--- src/los_err_map.vh ---
// register map, field positions, reset values and timing counts
`ifndef LOS_ERR_MAP_VH
`define LOS_ERR_MAP_VH
// ----------------------------------------------------------------
// register byte addresses (printed offsets are indices, byte = 4x)
// ----------------------------------------------------------------
`define LOS_CFG_IDX        12'h00d
`define ERR_CTRL_IDX       12'h00e
`define ALARM_CTRL_IDX     12'h00f
`define LOS_CFG_ADDR       14'h0034
`define ERR_CTRL_ADDR      14'h0038
`define ALARM_CTRL_ADDR    14'h003c
`define STATUS_ADDR        14'h0040
`define COUNT_HIGH_ADDR    14'h0044
`define COUNT_LOW_ADDR     14'h0048
// ----------------------------------------------------------------
// reset values
// ----------------------------------------------------------------
`define LOS_CFG_RST        8'h15
`define ERR_CTRL_RST       8'h00
`define ALARM_CTRL_RST     8'h00
// ----------------------------------------------------------------
// field positions
// ----------------------------------------------------------------
`define LOS_CRIT_BIT       7
`define LOS_THR_HI         6
`define LOS_THR_LO         4
`define TX_AMP_HI          3
`define TX_AMP_LO          2
`define TX_PER_HI          1
`define TX_PER_LO          0
`define EXZ_STD_BIT        7
`define VIOLATION_INSERT_REQUEST_BIT        6
`define PAT_INS_BIT        5
`define CNT_SRC_HI         4
`define CNT_SRC_LO         2
`define CNT_AUTO_BIT       1
`define CNT_TRIG_BIT       0
`define RX_AIS_SYS_BIT     3
`define RX_AIS_LINE_BIT    2
`define TX_AIS_SYS_BIT     1
`define TX_AIS_LINE_BIT    0
`define ALARM_MASK         8'h0f
// ----------------------------------------------------------------
// loss periods in pulses, threshold codes in tenths of a volt
// ----------------------------------------------------------------
`define TX_PER_16          7'd16
`define TX_PER_32          7'd32
`define TX_PER_64          7'd64
`define LINE_N_NORMAL      12'd175
`define LINE_N_ALT         12'd1544
// one second at the line clock rate (pulse enable count)
`define ONE_SECOND_TICKS   32'd2048000
`endif

--- src/pulse_loss_detect.v ---
// consecutive low-amplitude pulse counter with loss declaration
`timescale 1ns/1ns
module pulse_loss_detect #(
	parameter W = 12
) (
	input  wire         pclk,
	input  wire         presetn,
	input  wire         ce,
	input  wire         pulse_tick,
	input  wire         below_thr,
	input  wire [W-1:0] limit,
	output reg          loss
);
	reg [W-1:0] run_reg;

	// count ticks while below; declare loss at limit, release above
	always @(posedge pclk or negedge presetn) begin
		if (!presetn) begin
			run_reg <= {W{1'b0}};
			loss    <= 1'b0;
		end else if (ce && pulse_tick) begin
			if (!below_thr) begin
				run_reg <= {W{1'b0}};
				loss    <= 1'b0;
			end else if (run_reg >= limit - 1'b1) begin
				loss    <= 1'b1;
			end else begin
				run_reg <= run_reg + 1'b1;
			end
		end
	end
endmodule // pulse_loss_detect

--- src/pin_sync3.v ---
// three-stage synchroniser, change taken when stages two and three agree
`timescale 1ns/1ns
module pin_sync3 #(
	parameter W = 1
) (
	input  wire         pclk,
	input  wire         presetn,
	input  wire         ce,
	input  wire [W-1:0] d,
	output reg  [W-1:0] q
);
	reg [W-1:0] s1_reg;
	reg [W-1:0] s2_reg;
	reg [W-1:0] s3_reg;
	integer     i;

	// first stage only feeds second stage
	always @(posedge pclk or negedge presetn) begin
		if (!presetn) begin
			s1_reg <= {W{1'b0}};
			s2_reg <= {W{1'b0}};
			s3_reg <= {W{1'b0}};
			q      <= {W{1'b0}};
		end else if (ce) begin
			s1_reg <= d;
			s2_reg <= s1_reg;
			s3_reg <= s2_reg;
			for (i = 0; i < W; i = i + 1) begin
				if (s2_reg[i] == s3_reg[i])
					q[i] <= s3_reg[i];
			end
		end
	end
endmodule // pin_sync3

--- src/los_error_alarm_control.v ---
// per-channel loss, error count/insert and alarm control with apb slave
//
// Function
// - normal mode: threshold code to 0.5-2.0 V
// - monitor mode: codes 0-3 to 1.0-2.2 V
// - tx loss after 16/32/64 low pulses
// - tx threshold from loss config bits 3:2
// - bit 7 picks ansi or fcc excess-zero
// - bit 6 inserts violation on next mark
// - violation request self-clears after insertion
// - rising bit 5 corrupts one pattern bit
// - pattern insert bit self-clears after insertion
// - count source selects counted error events
// - auto bit: transfer count every second
// - manual: trigger rising edge latches count
// - rx alarm while system loss if enabled
// - rx alarm while line loss if enabled
// - tx alarm while system loss if enabled
// - tx alarm while line loss if enabled
// - error control register, reset zero
// - alarm control register, bits 7:4 reserved
// - line loss after n low pulse intervals
`timescale 1ns/1ns
`include "los_err_map.vh"
module los_error_alarm_control #(
	parameter CW          = 16,
	parameter SECOND_TICKS = `ONE_SECOND_TICKS
) (
	input  wire        pclk,
	input  wire        presetn,
	input  wire        ce,
	// apb slave
	input  wire        psel,
	input  wire        penable,
	input  wire        pwrite,
	input  wire [13:0] paddr,
	input  wire [31:0] pwdata,
	output wire        pready,
	output reg  [31:0] prdata,
	output wire        pslverr,
	// line side inputs (asynchronous pins)
	input  wire        line_monitor_mode,
	input  wire        rx_pulse_pin,
	input  wire [4:0]  rx_amplitude_pin,
	input  wire        tx_pulse_pin,
	input  wire [4:0]  tx_amplitude_pin,
	input  wire        system_loss_of_signal,
	// events from the same-clock data paths
	input  wire        line_rate_tick,
	input  wire        line_bipolar_violation,
	input  wire        line_excess_zeros,
	input  wire        system_bipolar_violation,
	input  wire        system_excess_zeros,
	input  wire        pattern_error,
	input  wire        tx_mark,
	input  wire        pattern_bit_tick,
	// outputs to the data paths
	output reg  [4:0]  line_loss_amplitude_threshold,
	output reg  [4:0]  tx_loss_threshold,
	output wire        excess_zero_standard_select,
	output wire        loss_criteria_select,
	output reg         violation_insert_now,
	output reg         pattern_error_now,
	output reg         line_loss_of_signal,
	output reg         tx_loss_of_signal,
	output reg         rx_alarm_indication,
	output reg         tx_alarm_indication,
	output reg  [CW/2-1:0] error_count_high,
	output reg  [CW/2-1:0] error_count_low
);
	// ----------------------------------------------------------------
	// state
	// ----------------------------------------------------------------
	reg  [7:0]    los_cfg_reg;
	reg  [7:0]    err_ctrl_reg;
	reg  [7:0]    alarm_ctrl_reg;
	reg  [CW-1:0] err_cnt_reg;
	reg  [31:0]   sec_cnt_reg;
	reg           trig_prev_reg;
	reg           pat_prev_reg;
	reg           pat_pend_reg;
	reg           rx_pulse_d_reg;
	reg           tx_pulse_d_reg;
	wire          rx_pulse_s;
	wire          tx_pulse_s;
	wire [4:0]    rx_amp_s;
	wire [4:0]    tx_amp_s;
	wire          line_loss_w;
	wire          tx_loss_w;
	wire          wr_en;
	wire          rd_en;
	wire [2:0]    src;
	reg           count_event;
	reg  [6:0]    tx_limit;
	wire          sec_tick;
	wire          manual_latch;
	wire          latch_now;
	wire          bpv_done;
	wire          pat_done;

	// ----------------------------------------------------------------
	// threshold decode functions
	// ----------------------------------------------------------------
	// normal receive: tenths of a volt
	function [4:0] normal_thr;
		input [2:0] code;
		begin
			case (code)
			3'h0:    normal_thr = 5'd5;
			3'h1:    normal_thr = 5'd7;
			3'h2:    normal_thr = 5'd9;
			3'h3:    normal_thr = 5'd12;
			3'h4:    normal_thr = 5'd14;
			3'h5:    normal_thr = 5'd16;
			3'h6:    normal_thr = 5'd18;
			default: normal_thr = 5'd20;
			endcase
		end
	endfunction

	// line monitor: reserved codes give zero (no threshold)
	function [4:0] monitor_thr;
		input [2:0] code;
		begin
			case (code)
			3'h0:    monitor_thr = 5'd10;
			3'h1:    monitor_thr = 5'd14;
			3'h2:    monitor_thr = 5'd18;
			3'h3:    monitor_thr = 5'd22;
			default: monitor_thr = 5'd0;
			endcase
		end
	endfunction

	// ----------------------------------------------------------------
	// pin synchronisers
	// ----------------------------------------------------------------
	pin_sync3 #(.W(12)) u_sync (
		.pclk    (pclk),
		.presetn (presetn),
		.ce      (ce),
		.d       ({rx_pulse_pin, rx_amplitude_pin,
		           tx_pulse_pin, tx_amplitude_pin}),
		.q       ({rx_pulse_s, rx_amp_s, tx_pulse_s, tx_amp_s})
	);

	// ----------------------------------------------------------------
	// apb slave: zero wait, unmapped reads zero with error
	// ----------------------------------------------------------------
	assign pready  = 1'b1;
	assign wr_en   = psel & penable & pwrite & ce;
	assign rd_en   = psel & ~penable & ~pwrite;
	assign pslverr = psel & penable & ~(
		paddr == `LOS_CFG_ADDR || paddr == `ERR_CTRL_ADDR ||
		paddr == `ALARM_CTRL_ADDR || paddr == `STATUS_ADDR ||
		paddr == `COUNT_HIGH_ADDR || paddr == `COUNT_LOW_ADDR);

	// read data captured in setup phase
	always @(posedge pclk or negedge presetn) begin
		if (!presetn)
			prdata <= 32'h0000_0000;
		else if (ce && rd_en) begin
			case (paddr)
			`LOS_CFG_ADDR:    prdata <= {24'h000000, los_cfg_reg};
			`ERR_CTRL_ADDR:   prdata <= {24'h000000, err_ctrl_reg};
			`ALARM_CTRL_ADDR: prdata <= {24'h000000, alarm_ctrl_reg};
			`STATUS_ADDR:     prdata <= {28'h0000000, rx_alarm_indication,
				tx_alarm_indication, tx_loss_of_signal,
				line_loss_of_signal};
			`COUNT_HIGH_ADDR: prdata <= {{(32-CW/2){1'b0}},
				error_count_high};
			`COUNT_LOW_ADDR:  prdata <= {{(32-CW/2){1'b0}},
				error_count_low};
			default:          prdata <= 32'h0000_0000;
			endcase
		end
	end

	// ----------------------------------------------------------------
	// configuration registers
	// ----------------------------------------------------------------
	assign src      = err_ctrl_reg[`CNT_SRC_HI:`CNT_SRC_LO];
	assign bpv_done = err_ctrl_reg[`VIOLATION_INSERT_REQUEST_BIT] & tx_mark & ce;
	assign pat_done = pat_pend_reg & pattern_bit_tick & ce;

	// writes; hardware clear of insert bits loses to a new write of one
	always @(posedge pclk or negedge presetn) begin
		if (!presetn) begin
			los_cfg_reg    <= `LOS_CFG_RST;
			err_ctrl_reg   <= `ERR_CTRL_RST;
			alarm_ctrl_reg <= `ALARM_CTRL_RST;
		end else if (ce) begin
			if (bpv_done)
				err_ctrl_reg[`VIOLATION_INSERT_REQUEST_BIT] <= 1'b0;
			if (pat_done)
				err_ctrl_reg[`PAT_INS_BIT] <= 1'b0;
			if (wr_en && paddr == `LOS_CFG_ADDR)
				los_cfg_reg <= pwdata[7:0];
			if (wr_en && paddr == `ERR_CTRL_ADDR)
				err_ctrl_reg <= pwdata[7:0];
			if (wr_en && paddr == `ALARM_CTRL_ADDR)
				alarm_ctrl_reg <= pwdata[7:0] & `ALARM_MASK;
		end
	end

	assign excess_zero_standard_select = err_ctrl_reg[`EXZ_STD_BIT];
	assign loss_criteria_select        = los_cfg_reg[`LOS_CRIT_BIT];

	// ----------------------------------------------------------------
	// thresholds and loss detection
	// ----------------------------------------------------------------
	// selected thresholds, registered
	always @(posedge pclk or negedge presetn) begin
		if (!presetn) begin
			line_loss_amplitude_threshold <= 5'd0;
			tx_loss_threshold             <= 5'd0;
		end else if (ce) begin
			if (line_monitor_mode)
				line_loss_amplitude_threshold <= monitor_thr(
					los_cfg_reg[`LOS_THR_HI:`LOS_THR_LO]);
			else
				line_loss_amplitude_threshold <= normal_thr(
					los_cfg_reg[`LOS_THR_HI:`LOS_THR_LO]);
			tx_loss_threshold <= normal_thr({1'b0,
				los_cfg_reg[`TX_AMP_HI:`TX_AMP_LO]});
		end
	end

	// tx loss period
	always @* begin
		case (los_cfg_reg[`TX_PER_HI:`TX_PER_LO])
		2'b00:   tx_limit = `TX_PER_16;
		2'b01:   tx_limit = `TX_PER_32;
		default: tx_limit = `TX_PER_64;
		endcase
	end

	// pulse edge detectors on synchronised pins
	always @(posedge pclk or negedge presetn) begin
		if (!presetn) begin
			rx_pulse_d_reg <= 1'b0;
			tx_pulse_d_reg <= 1'b0;
		end else if (ce) begin
			rx_pulse_d_reg <= rx_pulse_s;
			tx_pulse_d_reg <= tx_pulse_s;
		end
	end

	pulse_loss_detect #(.W(12)) u_line_loss (
		.pclk       (pclk),
		.presetn    (presetn),
		.ce         (ce),
		.pulse_tick (rx_pulse_s & ~rx_pulse_d_reg),
		.below_thr  (rx_amp_s < line_loss_amplitude_threshold),
		.limit      (loss_criteria_select ? `LINE_N_ALT
		                                  : `LINE_N_NORMAL),
		.loss       (line_loss_w)
	);

	pulse_loss_detect #(.W(12)) u_tx_loss (
		.pclk       (pclk),
		.presetn    (presetn),
		.ce         (ce),
		.pulse_tick (tx_pulse_s & ~tx_pulse_d_reg),
		.below_thr  (tx_amp_s < tx_loss_threshold),
		.limit      ({5'd0, tx_limit}),
		.loss       (tx_loss_w)
	);

	// ----------------------------------------------------------------
	// insertion strobes
	// ----------------------------------------------------------------
	// violation on next mark, pattern error one bit after rising edge
	always @(posedge pclk or negedge presetn) begin
		if (!presetn) begin
			violation_insert_now <= 1'b0;
			pattern_error_now    <= 1'b0;
			pat_prev_reg         <= 1'b0;
			pat_pend_reg         <= 1'b0;
		end else if (ce) begin
			violation_insert_now <= bpv_done;
			pattern_error_now    <= pat_done;
			pat_prev_reg         <= err_ctrl_reg[`PAT_INS_BIT];
			if (err_ctrl_reg[`PAT_INS_BIT] && !pat_prev_reg)
				pat_pend_reg <= 1'b1;
			else if (pat_done)
				pat_pend_reg <= 1'b0;
		end
	end

	// ----------------------------------------------------------------
	// error counter and count registers
	// ----------------------------------------------------------------
	// source select; 110 counts nothing
	always @* begin
		case (src)
		3'h1:    count_event = line_bipolar_violation;
		3'h2:    count_event = line_excess_zeros;
		3'h3:    count_event = line_bipolar_violation |
		                       line_excess_zeros;
		3'h4:    count_event = system_bipolar_violation;
		3'h5:    count_event = system_excess_zeros;
		3'h7:    count_event = pattern_error;
		default: count_event = 1'b0;
		endcase
	end

	assign sec_tick = line_rate_tick &&
		(sec_cnt_reg >= SECOND_TICKS - 1);
	assign manual_latch = ~err_ctrl_reg[`CNT_AUTO_BIT] &
		err_ctrl_reg[`CNT_TRIG_BIT] & ~trig_prev_reg;
	assign latch_now = err_ctrl_reg[`CNT_AUTO_BIT] ? sec_tick
		: manual_latch;

	// second timebase, counting, transfer and restart
	always @(posedge pclk or negedge presetn) begin
		if (!presetn) begin
			sec_cnt_reg      <= 32'h0000_0000;
			err_cnt_reg      <= {CW{1'b0}};
			trig_prev_reg    <= 1'b0;
			error_count_high <= {(CW/2){1'b0}};
			error_count_low  <= {(CW/2){1'b0}};
		end else if (ce) begin
			trig_prev_reg <= err_ctrl_reg[`CNT_TRIG_BIT];
			if (line_rate_tick)
				sec_cnt_reg <= sec_tick ? 32'h0000_0000
					: sec_cnt_reg + 32'h0000_0001;
			if (latch_now) begin
				error_count_high <= err_cnt_reg[CW-1:CW/2];
				error_count_low  <= err_cnt_reg[CW/2-1:0];
				err_cnt_reg <= {{(CW-1){1'b0}}, count_event};
			end else if (count_event && ~&err_cnt_reg)
				err_cnt_reg <= err_cnt_reg + 1'b1;
		end
	end

	// ----------------------------------------------------------------
	// loss flags and alarm generation
	// ----------------------------------------------------------------
	always @(posedge pclk or negedge presetn) begin
		if (!presetn) begin
			line_loss_of_signal <= 1'b0;
			tx_loss_of_signal   <= 1'b0;
			rx_alarm_indication <= 1'b0;
			tx_alarm_indication <= 1'b0;
		end else if (ce) begin
			line_loss_of_signal <= line_loss_w;
			tx_loss_of_signal   <= tx_loss_w;
			rx_alarm_indication <=
				(alarm_ctrl_reg[`RX_AIS_SYS_BIT] &
				 system_loss_of_signal) |
				(alarm_ctrl_reg[`RX_AIS_LINE_BIT] & line_loss_w);
			tx_alarm_indication <=
				(alarm_ctrl_reg[`TX_AIS_SYS_BIT] &
				 system_loss_of_signal) |
				(alarm_ctrl_reg[`TX_AIS_LINE_BIT] & line_loss_w);
		end
	end
endmodule // los_error_alarm_control

--- config.mk ---
export PLATFORM = sky130hd
export DESIGN_NAME = los_error_alarm_control
export DESIGN_NICKNAME = d
export VERILOG_FILES = /design/src/pulse_loss_detect.v /design/src/pin_sync3.v /design/src/los_error_alarm_control.v
export VERILOG_INCLUDE_DIRS = /design/src /design/src/src
export SDC_FILE = /design/constraint.sdc
export NUM_CORES = 1
export LEC_CHECK = 0
export BUFFER_PORTS_ARGS = -buffer_cell sky130_fd_sc_hd__buf_2
export CORE_MARGIN = 8
export CORE_UTILIZATION = 55
export CTS_CLUSTER_SIZE = 30
export DETAILED_ROUTE_END_ITERATION = 10
export GPL_TIMING_DRIVEN = 0
export PLACE_DENSITY = 0.77
export SLEW_MARGIN = 0
export SYNTH_ARGS = -nofsm -noshare
export SYNTH_HDL_FRONTEND = slang
export SYNTH_SLANG_ARGS = --single-unit
--- constraint.sdc ---
create_clock -name pclk -period 4 [get_ports pclk]
set_input_delay 0.4 -clock pclk [delete_from_list [all_inputs] [get_ports pclk]]
set_output_delay 0.4 -clock pclk [all_outputs]
set_load 0.05 [all_outputs]
Word-level counts from Yosys, hierarchy flattened

Cells that the tools add are included.

Bits in registers: 211
Output and inout bits: 68

Add/sub/neg operators: 6
$lt $le $gt $ge: 5
Eq/ne operators: 38
Mux-type cells: 24
Bitwise operators: 28
Reduce and logical (&&, ||, !) cells: 49

Operators with widths:

| operator                                              | number |
|---|---|
| AND reduction 2 bit                                   | 25 |
| two-way mux 12 bit                                    | 4 |
| case mux 8 bit (6 select lines)                       | 1 |
| == test 14 x 6 -> 1 bit, second input constant        | 3 |
| == test 14 x 7 -> 1 bit, second input constant        | 3 |
| case mux 5 bit (4 select lines)                       | 2 |
| case mux 5 bit (7 select lines)                       | 1 |
| adder 32 x 1 -> 32 bit, second input constant         | 1 |
| >= comparator 32 x 21 -> 1 bit, second input constant | 1 |
| two-way mux 16 bit                                    | 2 |
| two-way mux 32 bit                                    | 1 |
| adder 12 x 1 -> 12 bit, second input constant         | 2 |
| >= comparator 12 bit                                  | 2 |
| bitwise AND 1 bit                                     | 18 |
| == test 3 bit, second input constant                  | 6 |
| adder 16 x 1 -> 16 bit, second input constant         | 1 |
| AND reduction 16 bit                                  | 1 |
| case mux 7 bit (2 select lines)                       | 1 |
| == test 1 bit                                         | 12 |
| == test 3 x 2 -> 1 bit, second input constant         | 4 |
| subtractor 11 x 1 -> 12 bit, second input constant    | 1 |
| two-way mux 11 bit                                    | 1 |
| less-than comparator 5 bit                            | 2 |
| logical AND 1 bit                                     | 9 |
| 16 further kinds                                      | 46 |

Logic depth before layout (Yosys ltp)

Gate-level depths: netlist (run 1).

Depth after elaboration: 8
Depth in mapped cells: 8
Depth with buffers taken out: 8

Cells and area by module

A second synthesis (run 1) with hierarchy kept.

Cell total of the unflattened synthesis: 1001
Area total of the unflattened synthesis: 10317.4 um^2

Modules (own cells, without submodules):

| module                  | instances | cells each | area each (um^2) | seq. area each (um^2) |
|---|---|---|---|---|
| los_error_alarm_control | 1         | 582        | 5975.7           | 2806.4 |
| pulse_loss_detect       | 2         | 143        | 1199.9           | 325.3 |
| pin_sync3               | 1         | 133        | 1941.9           | 1201.2 |

Worst setup path after synthesis (run 1)

Ideal clock, no wire load.

Path kind: reg-to-reg
Start point: reg los_cfg_reg[7]
End point: reg u_line_loss.run_reg[2]
Arrival time: 2.600 ns
Path slack: 1.322 ns
Stages on the path, launching flop included: 9
Path buffers: 0
Cells stage by stage: dfrtp_1 inv_1 ha_1 or4_1 a211oi_2 o21ai_2 and2_1 or3_1 a21oi_1

Word-level cells in the longest chain between the ends: 5

RTL lines:

| element                              | RTL line                      | RTL |
|---|---|---|
| start: declaration                   | los_error_alarm_control.v:74  | `reg [7:0] los_cfg_reg;` |
| start signal: assignment             | los_error_alarm_control.v:189 | `` los_cfg_reg <= `LOS_CFG_RST; `` |
| start signal: assignment             | los_error_alarm_control.v:198 | `los_cfg_reg <= pwdata[7:0];` |
| two-way mux 11 bit (no source line)  | n/a                           |  |
| subtractor 11 x 1 -> 12 bit          | pulse_loss_detect.v:25        | `end else if (run_reg >= limit - 1'b1) begin` |
| >= comparator 12 bit                 | pulse_loss_detect.v:25        |  |
| != test 2 bit (no source line)       | n/a                           |  |
| AND reduction 2 bit (no source line) | n/a                           |  |
| end signal: assignment               | pulse_loss_detect.v:19        | `run_reg <= {W{1'b0}};` |
| end signal: assignment               | pulse_loss_detect.v:23        | `run_reg <= {W{1'b0}};` |
| end signal: assignment               | pulse_loss_detect.v:28        | `run_reg <= run_reg + 1'b1;` |
| end: declaration                     | pulse_loss_detect.v:14        | `reg [W-1:0] run_reg;` |

Every way passes these cells.
A chain may end at the register's enable or synchronous reset.

Final worst setup path (run 1)

Ends and elaborated chain as after synthesis.

==> parameters.txt, run 1 <==
Parameter                              Value

Setup path
  Launching element type of the critical path ... flip-flop
  R2r setup slk ... around 1.3 ns
  Length in cells of the worst reg-to-reg path ... 8
  Crit path capture type ... flip-flop
  Classification of the worst setup path ... reg -> reg
  Crit path max fanout ... 9
  Total buffers and inverters traversed by the critical path ... 1
  Required time of the worst setup path ... 4.35 ns
  Timing startpoint of the critical path ... los_cfg_reg[7]
  Critical Path, Cell by Cell ... inv_1 -> ha_1 -> or4_1 -> a211oi_2 -> o21ai_2 -> and2_1 -> or3_1 -> a21oi_1
  Worst reg2reg endpoint ... u_line_loss.run_reg[2]
  Kind of cell adding the most delay to the critical path ... simple AND/OR/NAND/NOR gates
  Worst path max stage delay ... about 0.56 ns
  Slowest library cell on the worst path ... sky130_fd_sc_hd__dfrtp_1
  Worst Path Arrival ... slightly above 3 ns
  Reg-to-reg startpoint ... los_cfg_reg[7]

Floorplan
  Std-Cell Rows ... between 40 and 50
  Effective utilization at floorplan ... 0.5544
  Die footprint ... 20840 µm²
  Core Box Area ... 16350 µm²
  Height of the die ... 144.4 µm
  Width of the die ... around 140 µm
  Ports placed on the boundary ... 142

Finish
  Antenna diode instance count ... 0
  Final instance area ... 10540 µm²
  Area Overhead vs Synth ... 16.33%
  Flip-flop count of the largest register after layout ... 32
  Fraction of the core area covered by cells at the end of the flow ... 0.6450
  Share of cells above drive strength 1 ... 0.2211
  Net count reported at finish ... between 1000 and 1500
  Number of filler cells placed in the layout ... about 1300

Synthesis
  Multiplexer share of the synthesized area ... 0.09608
  Adder and majority gate portion of the synthesized area ... 0.02623
  Synthesized flop and latch total ... around 190
  Post-synth EDFFs ... 0
  Cell Area, Synth ... 9064 µm²
  Share of synthesized flip-flops with an asynchronous set or reset ... 1.000
  Mean area per synthesized cell ... 10.48 µm²
  Unique masters post-synth ... 64
  Synthesized-area fraction occupied by xor and xnor cells ... 0.02899
  Cells after synthesis ... 865
  Simple-gate portion of the synthesized area ... 0.1628
  Synth Area in Compound Gates ... 0.1271
  Top flip-flop cell by instance count after synthesis ... sky130_fd_sc_hd__dfrtp_1
  Number of warnings reported in the yosys synthesis log ... 0
  Sequential area share after synthesis ... 0.5139
  Main combinational cell family by area after synthesis ... simple AND/OR/NAND/NOR gates

Power
  Power share of the sequential group ... 0.480
  Proportion of power drawn by combinational gates ... 0.129
  Part of the power in the clock network ... 0.391
  Net switching fraction of the power ... 0.2757
  Total internal power ... ~3.3 mW
  Power Density ... roughly 430 nW/µm²
  VDD IR max ... about 0.00033 V
  Leak pwr ... 5.100 nW
  Sw Pwr ... 1.248 mW

Global routing
  Global Route met3 Usage ... 0.04490
  Vias in the first global route ... just under 7000
  Pin count of the biggest net entering global routing ... roughly 120
  Antenna violations before repair ... 0
  Routing usage on met1 ... 0.2893
  Top Usage Layer GRT ... met2
  Remaining global-route overflow ... 0
  Met2 layer usage reported by global route ... 0.3532
  First-pass GRT wire length ... 35.59 mm
  GRT Resource Usage Total ... 0.2190

Clock tree
  Number of CTS-inserted buffers ... 17
  H-Tree Depth ... 4
  Clk buf depth ... 2
  Num Clock Sinks ... ~190
  TritonCTS clock tree ... yes
  Clock latency on the worst-skew pair ... between 0.4 and 0.5 ns
  Clk root buf ... sky130_fd_sc_hd__clkbuf_16
  Clock-pin slew of the registers on the worst-case setup and hold paths ... about 0.070 ns

STA
  Worst hold-check slack ... around 0.19 ns
  Slew at the pin closest to its max-slew limit ... 0.9402 ns
  Number of max-slew violations in the final report ... 0
  Final number of setup-violating endpoints ... 0
  Final Skew ... ~0.0098 ns
  Tcrit/Tclk final ... 0.6701
  Endpoints failing hold ... 0
  Minimum clock period after layout ... around 2.7 ns
  RSZ-0062 raised after global routing ... false
  Max Freq ... approximately 0.37 GHz
  Slew HR ... 0.3698

Run status
  Outcome ... finished, final reports clean

Job
  Number of violations of the max-capacitance limit ... 0

Hold path
  HP Start ... rx_amplitude_pin[4]
  Kind of path behind the tightest hold check ... in -> reg
  Capture endpoint of the worst hold path ... u_sync.s1_reg[10]
  Worst hold path stage count ... 2

Routing
  Final routed DRC violation total ... 0
  Sum of routed wire length over all layers ... 22.15 mm
  DRC marker count from the first detailed-route iteration ... about 680
  Wirelength per Cell ... roughly 18 µm
  Number of iterations in the first detailed-routing pass ... 7
  Vias per Instance ... 5.727
  Antenna-violating nets left ... 0
  Count of vias placed by the detailed router ... just over 7000

Placed design
  DP HPWL ... between 15 and 20 mm
  IO buf count ... 90
  Global placer's final weighted congestion ... roughly 0.84
  Post-place instance area ... slightly below 10000 µm²
## how the worst max path moves through the flow
stage	endpoint	slack [ns]	cells after the start
4_1_cts	u_line_loss.run_reg[9]	1.31	8
6_report	u_line_loss.run_reg[2]	1.32	8
3_3_place_gp	u_line_loss.run_reg[3]	-0.46	1
3_5_place_dp	u_sync.q[8]	0.95	7
2_1_floorplan	u_line_loss.run_reg[2]	1.32	8
5_1_grt	u_line_loss.run_reg[9]	1.12	8
## synthesized netlist by cell type (all sizes together) (4+ instances only)
cell type  instances  area share
or4                5      0.0041
xnor2             17       0.016
a211oi            12       0.010
or3                6      0.0041
nor4               9      0.0062
mux2              72       0.089
o21ai             42       0.024
xor2              13       0.013
o211ai             4      0.0033
dfrtp            183        0.51
a31oi             12      0.0083
mux2i              6      0.0066
a222oi             4      0.0044
nand3             30       0.017
a21oi             52       0.029
nor3              12      0.0072
nor2b             15       0.010
inv               21      0.0087
and4               4      0.0039
ha                19       0.026
a2111oi            4      0.0050
and3              10      0.0069
or2                4      0.0028
nand2b            19       0.013
and2              10      0.0069
nor2              92       0.038
buf               35       0.026
nand4             15       0.010
nor3b              4      0.0033
a22o               9      0.0087
clkbuf            22      0.0091
a21o              16       0.013
nand3b             4      0.0033
nand2             54       0.022
## cell type report
type / count / area (µm²) / share of cell area
Buffer: 57 / 320.3 / 0.03038
Tap cell: 220 / 275.3 / 0.02611
Sequential cell: 186 / 4658 / 0.4418
Multi-Input combinational cell: 625 / 4096 / 0.3885
Clock inverter: 14 / 187.7 / 0.01780
Inverter: 21 / 78.83 / 0.007476
Timing Repair Buffer: 92 / 498.0 / 0.04723
Clock buffer: 18 / 429.2 / 0.04070
## placed cells by master (no fill, tap or decap), drive strengths merged, types with 4 or more instances in the layout
cell       n
dfrtp    183
buf      126
nor2      92
mux2      72
nand2     54
a21oi     52
o21ai     42
clkbuf    40
nand3     30
conb      26
inv       26
nand2b    19
ha        19
xnor2     17
a21o      16
nor2b     15
nand4     15
xor2      13
a31oi     12
nor3      12
a211oi    12
and2      10
and3      10
nor4       9
a22o       9
or3        6
mux2i      6
clkinv     6
or4        5
o211ai     4
nor3b      4
nand3b     4
and4       4
a222oi     4
a2111oi    4
or2        4
## logic make-up (layout without fill, tap and decap cells)
kind of cell / count (synthesis) / count (layout)
compound gates: 176 / 176
xor+xnor: 30 / 30
fa+ha+maj: 19 / 19
buf+inv: 78 / 202
flops: 186 / 186
mux: 78 / 78
other cells: 2 / 26
simple gates: 296 / 296
## layer usage
| layer | routed length [µm] | vias to the layer above |
|---|---|---|
| li1 | - | 3322 |
| met1 | 9811 | 3478 |
| met2 | 10550 | 227 |
| met3 | 1399 | 35 |
| met4 | 391 | 0 |
| met5 | 0 | - |
## per-stage QoR
step | setup slack (ns) | instances | TNS (ns) | power [mW]
after global routing | 1.120 | 1233 | 0 | 4.699
after CTS | 1.305 | 1233 | 0 | 4.538
after detailed placement | 0.9464 | 1200 | 0 | 2.782
final | 1.319 | 1233 | 0 | 4.526
after floorplan | 1.322 | 889 | 0 | 2.591
after global placement | -0.4587 | 1199 | -81.71 | 2.747
## power groups by stage
stage	combinational (mW)	clock, mW	sequential [mW]
global route	0.647	1.86	2.19
global placement	0.552	0	2.20
CTS	0.584	1.78	2.17
floorplan	0.404	0	2.19
finish	0.582	1.77	2.17
detailed placement	0.578	0	2.20
## what timing repair did
item / in CTS / in global routing
buffers inserted: 0 / 0
endpoints found under the hold margin: 69 / 0
hold buffers: 1 / 0
resized for setup: 0 / 0
(Power assumes the default switching activity.)
==> run 2: changes to the inputs <==
--- a/config.mk
+++ b/config.mk
@@ -6,13 +6,14 @@
 export SDC_FILE = /design/constraint.sdc
 export NUM_CORES = 1
 export LEC_CHECK = 0
+export ABC_AREA = 1
 export BUFFER_PORTS_ARGS = -buffer_cell sky130_fd_sc_hd__buf_2
 export CORE_MARGIN = 8
-export CORE_UTILIZATION = 55
+export CORE_UTILIZATION = 52
 export CTS_CLUSTER_SIZE = 30
 export DETAILED_ROUTE_END_ITERATION = 10
 export GPL_TIMING_DRIVEN = 0
-export PLACE_DENSITY = 0.77
+export PLACE_DENSITY = 0.76
 export SLEW_MARGIN = 0
 export SYNTH_ARGS = -nofsm -noshare
 export SYNTH_HDL_FRONTEND = slang
==> constraint.sdc (replaced) <==
create_clock -name pclk -period 2.2 [get_ports pclk]
set_input_delay 0.22 -clock pclk [delete_from_list [all_inputs] [get_ports pclk]]
set_output_delay 0.22 -clock pclk [all_outputs]
set_load 0.05 [all_outputs]
==> run 2 against run 1 <==
  * Final area grew 4.6%
  * Global-route usage shrank 1.4 points
  * Clock power grew 97%
  * Register-to-register slack lost 1.3 ns
  * Area after synthesis grew 2.9%
  * Clock-buffer cell count grew 4
  * Largest cell class unchanged
  * Largest power group unchanged
==> parameters.txt, run 2 <==
Parameter                              Value

Run status
  Outcome ... finished, final reports clean

Placed design
  DP HPWL ... ~17 mm
  IO buf count ... 91
  Number of cells after detailed placement ... 1495
  Global placer's final weighted congestion ... around 0.85

Routing
  Number of iterations in the first detailed-routing pass ... 5
  Count of vias placed by the detailed router ... 7963
  Wirelength per Cell ... about 15 µm
  DRC marker count from the first detailed-route iteration ... roughly 540
  Vias per Instance ... 5.167
  Antenna-violating nets left ... 0
  Final routed DRC violation total ... 0
  Sum of routed wire length over all layers ... around 23 mm

STA
  Final Skew ... approximately 0.0074 ns
  Worst hold-check slack ... 0.01454 ns
  Endpoints failing hold ... 0
  Slew at the pin closest to its max-slew limit ... 0.7797 ns
  Total Negative Setup Slacks ... 0 ns
  Number of max-slew violations in the final report ... 0
  Tcrit/Tclk final ... 0.9787
  Minimum clock period after layout ... roughly 2.2 ns
  Max Freq ... between 0.4 and 0.5 GHz
  Final number of setup-violating endpoints ... 0
  Slew HR ... 0.4802

Global routing
  Vias in the first global route ... 7600
  First-pass GRT wire length ... between 30 and 40 mm
  Global Route met3 Usage ... 0.03236
  Pin count of the biggest net entering global routing ... 95
  Routing usage on met1 ... 0.2640
  Antenna violations before repair ... 1
  Remaining global-route overflow ... 0
  Met2 layer usage reported by global route ... 0.3484
  Top Usage Layer GRT ... met2
  GRT Resource Usage Total ... 0.2052

Clock tree
  TritonCTS clock tree ... yes
  Clk root buf ... sky130_fd_sc_hd__clkbuf_16
  Clock latency on the worst-skew pair ... 0.43 ns
  Number of CTS-inserted buffers ... 17
  Clk buf depth ... 2
  Clock-pin slew of the registers on the worst-case setup and hold paths ... around 0.070 ns
  Num Clock Sinks ... 186
  H-Tree Depth ... 4

Setup path
  Worst Path Arrival ... 2.47 ns
  Slowest library cell on the worst path ... sky130_fd_sc_hd__dfrtp_2
  Most frequent cell on the critical path ... sky130_fd_sc_hd__nand2_1
  Worst path max stage delay ... between 0.4 and 0.5 ns
  Classification of the worst setup path ... reg -> reg
  Crit path capture type ... flip-flop
  Launching element type of the critical path ... flip-flop
  Critical Path, Cell by Cell ... buf_4 -> ha_1 -> nand2_1 -> nand2_1 -> a21oi_1 -> nand2_1 -> a21oi_1 -> nand2_1 -> inv_2 -> nand2_1 -> buf_4 -> nand3_1 -> nand2_1
  Required time of the worst setup path ... 2.52 ns
  Crit path max fanout ... 10

Synthesis
  Cell Area, Synth ... roughly 9300 µm²
  Top flip-flop cell by instance count after synthesis ... sky130_fd_sc_hd__dfrtp_1
  Post-synth EDFFs ... 0
  Synthesized flop and latch total ... about 190
  Synth Area in Compound Gates ... 0.08480
  Unique masters post-synth ... 49
  Number of warnings reported in the yosys synthesis log ... 0
  Cell taking the most area after synthesis ... sky130_fd_sc_hd__dfrtp_1
  Top cells by instance count after synthesis ... 327 x sky130_fd_sc_hd__nand2_1, 183 x sky130_fd_sc_hd__dfrtp_1, 129 x sky130_fd_sc_hd__inv_1
  Synth top area cells ... sky130_fd_sc_hd__dfrtp_1 49%, sky130_fd_sc_hd__nand2_1 13%, sky130_fd_sc_hd__inv_1 5.2%, sky130_fd_sc_hd__nor2_1 4.1%, sky130_fd_sc_hd__nand3_1 3.9%
  Count leader, synth ... sky130_fd_sc_hd__nand2_1
  Synthesized-area fraction occupied by xor and xnor cells ... 0.03006
  Multiplexer share of the synthesized area ... 0.001073
  Sequential area share after synthesis ... 0.4995
  Share of synthesized flip-flops with an asynchronous set or reset ... 1.000
  Main combinational cell family by area after synthesis ... simple AND/OR/NAND/NOR gates
  Simple-gate portion of the synthesized area ... 0.2661
  Area share of the largest cell type after synthesis ... 0.4911
  Adder and majority gate portion of the synthesized area ... 0.02549
  Mean area per synthesized cell ... 8.109 µm²
  Cells after synthesis ... 1150

Floorplan
  Ports placed on the boundary ... 142
  Effective utilization at floorplan ... 0.5245
  Std-Cell Rows ... between 40 and 50
  Die footprint ... around 22000 µm²
  Width of the die ... around 150 µm
  Height of the die ... roughly 150 µm
  Core Box Area ... roughly 18000 µm²

Finish
  Number of filler cells placed in the layout ... between 1500 and 2000
  Commonest non-fill, non-tap cell in the layout ... sky130_fd_sc_hd__nand2_1
  Commonest cells after routing, fill and taps aside ... 326 x sky130_fd_sc_hd__nand2_1, 182 x sky130_fd_sc_hd__dfrtp_1, 128 x sky130_fd_sc_hd__inv_1, 103 x sky130_fd_sc_hd__nor2_1, 96 x sky130_fd_sc_hd__buf_2
  Flip-flop count of the largest register after layout ... 32
  Area Overhead vs Synth ... 18.22%
  Fraction of the core area covered by cells at the end of the flow ... 0.6201
  Non-filler instance count after layout ... between 1500 and 2000
  Net count reported at finish ... between 1000 and 1500
  Share of cells above drive strength 1 ... 0.1579

Power
  VDD IR max ... 0.0006303 V
  Leak pwr ... approximately 5.8 nW
  Power Density ... a little under 800 nW/µm²
  Power consumption ... about 8.5 mW

Job
  Number of violations of the max-capacitance limit ... 0

Hold path
  Kind of path behind the tightest hold check ... in -> reg
[run 2: cell types whose count changed in the layout (fill, tap and decap cells not counted), sizes merged, moves of 15 or more]
cell	before	now
a21o	16	1
a21oi	52	22
inv	26	135
mux2	72	0
nand2	54	335
nand2b	19	0
nand3	30	75
nor2	92	108
nor2b	15	0
o21ai	42	91
[run 2: worst paths after layout]
check                               startpoint                     end  slack (ns)  depth (start not counted)
max in group asynchronous              presetn          los_cfg_reg[0]        0.88                          3
setup reg to reg                los_cfg_reg[7]  u_line_loss.run_reg[4]        0.05                         13
setup / recovery                los_cfg_reg[7]  u_line_loss.run_reg[4]        0.05                         13
hold reg to reg                sec_cnt_reg[19]         sec_cnt_reg[19]        0.47                          1
min in group asynchronous              presetn         sec_cnt_reg[13]        0.40                          2
hold / removal             tx_amplitude_pin[0]        u_sync.s1_reg[0]        0.01                          3
[run 2: power by group]
group	total (mW)	switching, mW	leakage [nW]	internal (mW)
sequential	3.93	0.228	2.43	3.70
combinational	1.10	0.743	3.05	0.359
clock	3.48	1.31	0.333	2.17
[run 2: stage by stage]
stage	worst slack, ns	area [µm²]
2_1_floorplan	0.005422	9417
3_3_place_gp	-2.444	10160
3_5_place_dp	-0.07322	10200
4_1_cts	0.05083	10980
5_1_grt	-0.02838	11020
6_report	0.04689	11020
[run 2: layout make-up]
type                    instances  area, µm²  area share
diodes                          1      2.502   0.0002270
plain buffers                  58      359.1     0.03257
clock buffers                  22      494.2     0.04483
clock inverters                10      185.2     0.01680
inverters                     135      506.7     0.04597
multi-input cells             795       3915      0.3551
flip-flops and latches        186       4659      0.4227
well taps                     229      286.5     0.02599
repair buffers                105      615.6     0.05584
[run 2: per-layer routing]
metal | vias to the layer above | share of wire
met5 | - | 0
met4 | 0 | 0.017
met3 | 27 | 0.043
met2 | 169 | 0.50
met1 | 3846 | 0.44
li1 | 3921 | -
[run 2: logic make-up after synthesis]
kind of cell               Yosys count
muxes                                1
DFF                                186
buffers and inverters              193
xor gates and xnor gates            32
other                                2
and+or+nand+nor                    577
adders and majority gates           19
AOI/OAI and AO/OA                  140
[run 2: worst max-delay path, delay by kind of cell, from the launching register on]
family / cells / cell delay, ns
AND/OR/NAND/NOR: 7 / 0.52
flip-flops: 1 / 0.47
buffers and inverters: 3 / 0.47
adder cells (fa/ha/maj): 1 / 0.29
AO/OA/AOI/OAI: 2 / 0.28
[run 2: timing repair]
action / CTS / global route
hold endpoints to repair: 102 / 0
gates resized for setup: 3 / 8
pin swaps: 0 / 0
cloned: 0 / 0
endpoints found under the setup margin: 10 / 11
buffers inserted: 0 / 3
hold buffers: 10 / 0
